[src/hbs_pkg.sv]
// Package for the holding brake sequencer with brake PWM.
// Assumes a single 10 MHz controller clock; no imports are used by clients.
package hbs_pkg;
  // Clock rate and timing.
  localparam int unsigned CLK_HZ = 10000000;
  localparam int unsigned TICK_MS = 1;
  localparam int unsigned TICK_CYCLES = CLK_HZ / 1000 * TICK_MS;
  // Configuration field positions.
  localparam int unsigned SUBMODE_AUTO_BIT = 2;
  localparam int unsigned DOUT_BRAKE_BIT = 0;
  // Frequency and duty limits.
  localparam logic [15:0] FREQ_MIN_HZ = 16'h0032;
  localparam logic [15:0] FREQ_MAX_HZ = 16'h4e20;
  localparam logic [6:0] DUTY_MIN_PCT = 7'h02;
  localparam logic [6:0] DUTY_MAX_PCT = 7'h64;
  // Reset values of the PWM settings.
  localparam logic [15:0] FREQ_RST_HZ = 16'h07d0;
  localparam logic [6:0] DUTY_RST_PCT = 7'h64;

  // Four sequencing delays in milliseconds.
  typedef struct packed {
    logic [15:0] stop_to_engage_ms;
    logic [15:0] engage_to_off_ms;
    logic [15:0] on_to_release_ms;
    logic [15:0] release_to_enable_ms;
  } hbs_delays_s;

  // Sequencer states, one-hot.
  typedef enum logic [6:0] {
    ST_OFF = 7'h01,
    ST_ON_WAIT = 7'h02,
    ST_REL_WAIT = 7'h04,
    ST_ENABLED = 7'h08,
    ST_STOP = 7'h10,
    ST_ENG_WAIT = 7'h20,
    ST_OFF_WAIT = 7'h40
  } hbs_state_e;
endpackage : hbs_pkg

[src/hbs_pwm.sv]
// PWM generator for the energised brake.
// Assumes frequency and duty already validated by the caller.
`timescale 1ns/1ns
module hbs_pwm #(
  parameter int unsigned CLK_HZ = 10000000
) (
  // Clock and control.
  input wire logic i_mclk,
  input wire logic i_srst,
  input wire logic i_ce,
  // Settings.
  input wire logic [15:0] i_freq_hz,
  input wire logic [6:0] i_duty_pct,
  // Waveform.
  output logic o_pwm
);
  logic [23:0] period_q;
  logic [23:0] high_q;
  logic [23:0] cnt_q;

  // Cycles per PWM period for a frequency in hertz.
  function automatic logic [31:0] period_of(input logic [15:0] f);
    period_of = CLK_HZ / 32'(f);
  endfunction : period_of

  //////////////////////////////////////////////////////////////////////////////
  // Period and high time in cycles; recomputed each cycle, cheap at this rate.
  always_ff @(posedge i_mclk) begin
    if (i_srst) begin
      period_q <= 24'h000001;
      high_q <= 24'h000001;
    end else if (i_ce) begin
      period_q <= 24'(period_of(i_freq_hz));
      high_q <= 24'(period_of(i_freq_hz) * 32'(i_duty_pct) / 32'(hbs_pkg::DUTY_MAX_PCT));
    end
  end

  // Free-running period counter and compare.
  always_ff @(posedge i_mclk) begin
    if (i_srst) begin
      cnt_q <= 24'h000000;
      o_pwm <= 1'b0;
    end else if (i_ce) begin
      cnt_q <= (cnt_q + 24'h000001 >= period_q) ? 24'h000000 : cnt_q + 24'h000001;
      o_pwm <= (i_duty_pct >= hbs_pkg::DUTY_MAX_PCT) || (cnt_q < high_q);
    end
  end
endmodule : hbs_pwm

[src/hbs_top.sv]
// Holding brake sequencer: power-stage sequencing plus brake PWM output.
// Assumes synchronous inputs on i_mclk and a drive that reports standstill.
// The brake output is high while the coil is energised, that is, while the brake is open.
// How it works
// - Automatic mode releases brake only around Operation enabled.
// - Automatic mode keeps brake engaged in every other state.
// - Submode bit 2 selects automatic (1) or manual (0) brake handling.
// - Manual mode drives brake from digital outputs bit 0.
// - Enable: current on, delay 3, release, delay 4, operation enabled.
// - Disable: stop motor, delay 1, engage, delay 2, current off.
// - Brake PWM frequency from setting 5, limited 50 to 20000 Hz.
// - Duty from setting 6, whole percent, 2 to 100.
// - Duty 100 holds the output steadily on.
// - Automatic control uses the sequencer release, not output bit 0; PWM also offered for routing.
`timescale 1ns/1ns
module hbs_top (
  // Clock, reset and enable.
  input wire logic i_mclk,
  input wire logic i_srst,
  input wire logic i_ce,
  // Configuration.
  input wire logic [15:0] i_drive_submode,
  input wire logic [15:0] i_digital_outputs,
  input wire hbs_pkg::hbs_delays_s i_delays,
  input wire logic i_freq_wr,
  input wire logic [15:0] i_freq_hz,
  input wire logic i_duty_wr,
  input wire logic [6:0] i_duty_pct,
  // Power state machine handshake.
  input wire logic i_enable_req,
  input wire logic i_standstill,
  // Outputs.
  output logic o_brake_output_connector,
  output logic o_brake_pwm_route,
  output logic o_motor_current_on,
  output logic o_stop_request,
  output logic o_operation_enabled,
  output logic [15:0] o_freq_hz,
  output logic [6:0] o_duty_pct
);
  hbs_pkg::hbs_state_e state_q;
  hbs_pkg::hbs_state_e state_d;
  logic [23:0] tick_cnt_q;
  logic tick_q;
  logic [15:0] dly_q;
  logic release_q;
  logic pwm;
  logic auto_mode;
  logic dly_done;
  // High for one enabled cycle on each step entry.
  logic step_entry;

  // Range check shared by both setting writes.
  function automatic logic in_range(input logic [15:0] v, input logic [15:0] lo, input logic [15:0] hi);
    in_range = (v >= lo) && (v <= hi);
  endfunction : in_range

  // Delay loaded on entry to a step; untimed steps load zero so they never wait.
  // The four delays are in milliseconds and each waits whole ticks.
  function automatic logic [15:0] step_delay(input hbs_pkg::hbs_state_e s, input hbs_pkg::hbs_delays_s d);
    case (s)
      hbs_pkg::ST_ON_WAIT: step_delay = d.on_to_release_ms;
      hbs_pkg::ST_REL_WAIT: step_delay = d.release_to_enable_ms;
      hbs_pkg::ST_ENG_WAIT: step_delay = d.stop_to_engage_ms;
      hbs_pkg::ST_OFF_WAIT: step_delay = d.engage_to_off_ms;
      default: step_delay = 16'h0000;
    endcase
  endfunction : step_delay

  // Steps of the disable path before the brake closes: the motor is being stopped,
  // and a brake that is already open stays open until the stop delay has run.
  function automatic logic in_stop_path(input hbs_pkg::hbs_state_e s);
    case (s)
      hbs_pkg::ST_STOP: in_stop_path = 1'b1;
      hbs_pkg::ST_ENG_WAIT: in_stop_path = 1'b1;
      default: in_stop_path = 1'b0;
    endcase
  endfunction : in_stop_path

  assign auto_mode = i_drive_submode[hbs_pkg::SUBMODE_AUTO_BIT];
  assign dly_done = (dly_q == 16'h0000);
  // A step is entered on the enabled edge at which the next state differs;
  // both the tick and the delay counter restart there.
  assign step_entry = i_ce && (state_d != state_q);

  //////////////////////////////////////////////////////////////////////////////
  // Settings: a rejected write leaves the PWM running on its last good values.
  // Limits are checked before the store, so the generator never sees an illegal value.
  // A write made while i_ce is low is lost, as all state is frozen then.
  always_ff @(posedge i_mclk) begin
    if (i_srst) begin
      o_freq_hz <= hbs_pkg::FREQ_RST_HZ;
      o_duty_pct <= hbs_pkg::DUTY_RST_PCT;
    end else if (i_ce) begin
      if (i_freq_wr && in_range(i_freq_hz, hbs_pkg::FREQ_MIN_HZ, hbs_pkg::FREQ_MAX_HZ)) begin
        o_freq_hz <= i_freq_hz;
      end
      if (i_duty_wr && in_range({9'h000, i_duty_pct}, {9'h000, hbs_pkg::DUTY_MIN_PCT},
                                {9'h000, hbs_pkg::DUTY_MAX_PCT})) begin
        o_duty_pct <= i_duty_pct;
      end
    end
  end

  //////////////////////////////////////////////////////////////////////////////
  // Millisecond tick; resets when a delay is loaded so a step waits whole ms.
  // The cost is up to two extra cycles per step, far below one millisecond, in
  // exchange for never cutting the first millisecond of a step short.
  always_ff @(posedge i_mclk) begin
    if (i_srst || step_entry) begin
      tick_cnt_q <= 24'h000000;
      tick_q <= 1'b0;
    end else if (i_ce) begin
      tick_q <= (tick_cnt_q == 24'(hbs_pkg::TICK_CYCLES - 1));
      tick_cnt_q <= (tick_cnt_q == 24'(hbs_pkg::TICK_CYCLES - 1)) ? 24'h000000 : tick_cnt_q + 24'h000001;
    end
  end

  //////////////////////////////////////////////////////////////////////////////
  // Next state; leaving any step of the enable path takes the disable path.
  // The stop step waits for standstill without a limit: the drive is trusted
  // to report it, as nothing here can force the motor to rest.
  // Any value outside the one-hot codes falls back to the off state.
  always_comb begin
    state_d = state_q;
    case (state_q)
      hbs_pkg::ST_OFF: if (i_enable_req) state_d = hbs_pkg::ST_ON_WAIT;
      hbs_pkg::ST_ON_WAIT: begin
        if (!i_enable_req) state_d = hbs_pkg::ST_STOP;
        else if (dly_done) state_d = hbs_pkg::ST_REL_WAIT;
      end
      hbs_pkg::ST_REL_WAIT: begin
        if (!i_enable_req) state_d = hbs_pkg::ST_STOP;
        else if (dly_done) state_d = hbs_pkg::ST_ENABLED;
      end
      hbs_pkg::ST_ENABLED: if (!i_enable_req) state_d = hbs_pkg::ST_STOP;
      hbs_pkg::ST_STOP: if (i_standstill) state_d = hbs_pkg::ST_ENG_WAIT;
      hbs_pkg::ST_ENG_WAIT: if (dly_done) state_d = hbs_pkg::ST_OFF_WAIT;
      hbs_pkg::ST_OFF_WAIT: if (dly_done) state_d = hbs_pkg::ST_OFF;
      default: state_d = hbs_pkg::ST_OFF;
    endcase
  end

  // State register.
  always_ff @(posedge i_mclk) begin
    if (i_srst) begin
      state_q <= hbs_pkg::ST_OFF;
    end else if (i_ce) begin
      state_q <= state_d;
    end
  end

  //////////////////////////////////////////////////////////////////////////////
  // Delay down-counter, loaded on entry to each timed step.
  // The delay values are read only at step entry, so a change made mid-step
  // applies to the next step, not to the one that is running.
  always_ff @(posedge i_mclk) begin
    if (i_srst) begin
      dly_q <= 16'h0000;
    end else if (i_ce) begin
      if (step_entry) begin
        dly_q <= step_delay(state_d, i_delays);
      end else if (tick_q && !dly_done) begin
        dly_q <= dly_q - 16'h0001;
      end
    end
  end

  //////////////////////////////////////////////////////////////////////////////
  // Sequencer outputs, registered.
  // Each is decoded from the next state so that it changes on the same edge as the state.
  // Motor current stays on until the off delay has run out.
  always_ff @(posedge i_mclk) begin
    if (i_srst) begin
      o_motor_current_on <= 1'b0;
      o_stop_request <= 1'b0;
      o_operation_enabled <= 1'b0;
      release_q <= 1'b0;
    end else if (i_ce) begin
      o_motor_current_on <= (state_d != hbs_pkg::ST_OFF);
      o_stop_request <= in_stop_path(state_d);
      o_operation_enabled <= (state_d == hbs_pkg::ST_ENABLED);
      // Release starts only in the release step; the stop path merely keeps it.
      release_q <= (state_d == hbs_pkg::ST_REL_WAIT) || (state_d == hbs_pkg::ST_ENABLED)
                   || (release_q && in_stop_path(state_d));
    end
  end

  // PWM generator, free running; gated onto the brake only when energised.
  // It runs on the stored settings only, so a refused write can never reach it.
  hbs_pwm #(
    .CLK_HZ(hbs_pkg::CLK_HZ)
  ) u_pwm (
    .i_mclk(i_mclk),
    .i_srst(i_srst),
    .i_ce(i_ce),
    .i_freq_hz(o_freq_hz),
    .i_duty_pct(o_duty_pct),
    .o_pwm(pwm)
  );

  //////////////////////////////////////////////////////////////////////////////
  // Brake driver: energised means released, and an energised brake carries the PWM.
  // The routed copy is the raw waveform; any gating by an output bit is left to the
  // routing stage, so the copy keeps running even while the brake is closed.
  // The one-cycle lag behind the generator is the price of a flip-flop output.
  always_ff @(posedge i_mclk) begin
    if (i_srst) begin
      o_brake_output_connector <= 1'b0;
      o_brake_pwm_route <= 1'b0;
    end else if (i_ce) begin
      if (auto_mode) begin
        o_brake_output_connector <= release_q && pwm;
      end else begin
        o_brake_output_connector <= i_digital_outputs[hbs_pkg::DOUT_BRAKE_BIT] && pwm;
      end
      o_brake_pwm_route <= pwm;
    end
  end
endmodule : hbs_top

[config.mk]
export PLATFORM = sky130hd
export DESIGN_NAME = hbs_top
export DESIGN_NICKNAME = d
export VERILOG_FILES = /design/src/hbs_pkg.sv /design/src/hbs_pwm.sv /design/src/hbs_top.sv
export SDC_FILE = /design/constraint.sdc
export NUM_CORES = 2
export LEC_CHECK = 0
export ABC_AREA = 0
export BUFFER_PORTS_ARGS = -buffer_cell sky130_fd_sc_hd__buf_2
export CAP_MARGIN = 20
export CORE_ASPECT_RATIO = 0.9
export CORE_MARGIN = 4
export CORE_UTILIZATION = 44
export DETAILED_ROUTE_END_ITERATION = 10
export PLACE_DENSITY_LB_ADDON = 0.25
export SLEW_MARGIN = 20
export SYNTH_ARGS = -nofsm -noshare
export SYNTH_HDL_FRONTEND = slang
export SYNTH_SLANG_ARGS = --single-unit
[constraint.sdc]
create_clock -name i_mclk -period 132.1 [get_ports i_mclk]
set_input_delay 0 -clock i_mclk [delete_from_list [all_inputs] [get_ports i_mclk]]
set_output_delay 0 -clock i_mclk [all_outputs]
set_load 0.1 [all_outputs]
==> results.ini <==
[synthesis]
synthCells = 5948
ys.flop_type = dfxtp_1
synth.largest_area_cell = ha_1
synth.avg_cell_area_um2 = 7.10
synth_common_cells = 640 x nor2_1, 582 x nand2_1, 449 x ha_1
yosysWarnings = 0
ys_ff_latch = 150
yosysSeqAreaShare = 0.0711
yosysMostFrequentCell = nor2_1
synthArstFlopShare = 0
synth.distinct_cells = 136
yosys-top-cells-area = ha_1 13%, dfxtp_1 7.1%, fa_1 6.3%, nor2_1 5.7%, nand2_1 5.2%
synth-edff-count = 0
synth_nets = 6655
synth_top_area_share = 0.133
synth_area_mm2 = 0.0422

[clocking]
cts_htree_levels = 4
tritoncts = yes
cts_made_buffers = 17
cts_sinks = 150
cts.clk_slew.worst_paths_ns = 0.08
cts_root_buf = clkbuf_16
cts_buffer_depth = 2
insertion_delay_ns = 0.49

[die]
io_pins = 154
rows = 107
die_area_mm2 = 0.101
die_h_um = 302
dieWidth_um = 334
initial_core_util = 0.445
core_region_area_mm2 = 0.0949

[finish]
utilization = 0.486
nets = 6731
diodes = 0
areaGrowthSynthToFinish_pct = 9.37
drive_gt1_frac = 0.109

[outcome]
status = finished, final reports clean

[worst_setup_path]
cp_common_cell = o21ai_0
worst_setup_path_end_kind = register
slowest_stage = or4_1
arrival_ns = 121.81
ff2ff_path_depth = 603
rrSetupSlack_ns = 10.66
crit-reg2reg-launch = o_freq_hz[1]
crit_type = reg2reg
startpoint = o_freq_hz[1]
required_ns = 132.47
r2r-end = u_pwm.high_q[0]
critical_path.max_fanout = 48
crit_end = u_pwm.high_q[0]
start_kind = register
slowest_delay_ns = 0.63

[drt]
drc = 0
vias_per_cell = 5.96
dr_wl_met2_um = 54800
drt_iter0_drc = 3141
totalWireLength_um = 126000
routed.top_layer = met5
via_count = 43400
wl_per_cell_um = 17.3
wl_met3_um = 7810
ant_nets = 0
drt_pass1_iterations = 8
wl_met1_um = 60200

[sta]
period_needed_ns = 121.44
max_slew_margin = 0.262
fin_crit_sh = 0.919
worst_slack_ns = 10.66
fin_skew_ns = 0.0241
setup_viol = 0
fmax_mhz = 8.23
drv_slew = 0
tns_ns = 0
finalHoldViolCount = 0
worst_pin_slew_ns = 1.10

[grt]
grt_start_max_net_pins = 64
grt_use_total = 0.237
grt_pass1_wl_um = 202000
antenna_found_initial = 3
grt_overflow = 0
grt_pass1_vias = 39800

[min_path]
hold_class = in2reg

[placement]
place_hpwl_um = 97200
numPortBuffers = 123
pre_cts_ws_ns = 3.67
gp_congestion = 0.896

[flow_run]
maxCapViolCount = 0

[logic make-up (layout without fill, tap and decap cells)]
group                      after synthesis  after routing  share of synthesized area
buffers and inverters                  600            685                     0.0550
DFF                                    150            150                     0.0711
and+or+nand+nor                       2289           2292                      0.266
AOI/OAI and AO/OA                     1819           1819                      0.295
adders and majority gates              584            584                      0.196
muxes                                  205            205                     0.0528
xor gates and xnor gates               301            301                     0.0639
[sequential cells by signal, summed over array words and instances (netlist names)]
signal / flops
state_q: 7
o_stop_request: 1
o_motor_current_on: 1
tick_q: 1
o_operation_enabled: 1
release_q: 1
o_brake_pwm_route: 1
u_pwm.high_q: 24
o_duty_pct: 7
u_pwm.o_pwm: 1
o_brake_output_connector: 1
u_pwm.cnt_q: 24
u_pwm.period_q: 24
dly_q: 16
tick_cnt_q: 24
o_freq_hz: 16
[area by class of cell]
type                       count  area [um2]
fill                        9448       48800
multi-input combinational   5201       37600
sequential                   150        3010
timing repair buffer         293        2030
tap                         1253        1570
inverter                     360        1360
clock buffer                  17         425
clock inverter                14         160
timing repair inverter         1        5.00
[metrics by stage]
step | cells | hold WS [ns] | cell area [um2]
2_1_floorplan | 5948 | 0.125 | 42200
3_3_place_gp | 7164 | 0.248 | 44100
3_5_place_dp | 7164 | 0.260 | 44100
4_1_cts | 7248 | 0.0360 | 45200
5_1_grt | 7289 | 0.116 | 46200
6_report | 7289 | 0.0828 | 46200
[layer usage]
metal,track usage,vias up
met5,0,-
met4,0.0546,6
met3,0.0343,163
met2,0.383,1092
met1,0.333,20400
li1,-,21800
[what timing repair did]
| action | in CTS | in global routing |
|---|---|---|
| gates resized for setup | 0 | 130 |
| hold buffers | 53 | 0 |
| endpoints found under the hold margin | 53 | 0 |
| buffers inserted | 0 | 37 |
| setup endpoints to repair | 0 | 15 |
[worst min-delay path by stage]
stage	from	cells after the start	endpoint	slack (ns)
floorplan	i_duty_pct[2]	2	o_duty_pct[2]	0.13
global placement	i_freq_hz[12]	3	o_freq_hz[12]	0.25
detailed placement	i_freq_hz[2]	3	o_freq_hz[2]	0.26
CTS	i_delays[8]	6	dly_q[8]	0.04
global route	i_delays[11]	6	dly_q[11]	0.12
finish	i_delays[7]	6	dly_q[7]	0.08
[worst max-delay path, delay by kind of cell (launching register included)]
family,cells,cell delay (ns)
xor+xnor,2,0.85
mux,13,4.55
buf+inv,31,5.87
fa+ha+maj,36,12.27
compound gates,348,67.17
simple gates,173,29.75
flops,1,0.46
[placed cells by master, fill, tap and decap left out, types with 22 or more instances in the layout]
master         Yosys  layout
a211oi_1          78      75
a21boi_0          68      67
a21o_1           144     143
a21oi_1          371     358
a31oi_1           55      53
and2_1           142     139
and3_1            83      81
buf_2             27     121
buf_4              5     118
dfxtp_1          150     148
dlygate4sd3_1      0      53
fa_1             132     132
ha_1             449     448
inv_1            359     357
mux2_2           122     122
mux2i_1           74      68
nand2_1          582     580
nand2b_1         164     164
nand3_1          141     137
nand4_1           51      51
nor2_1           640     633
nor2b_1           61      57
nor3_1           179     168
nor4_1            25      22
o211ai_1          43      43
o21a_1           144     143
o21ai_0          371     368
o21ai_1           28      26
o21bai_1          33      33
o31ai_1          127     126
or2_2             42      41
or3_1             46      45
xnor2_1          181     175
xor2_1           115     114
Power is left out: the tool's default activity adds up to more than one toggle a clock period on the data nets, which glitch-free logic cannot reach.
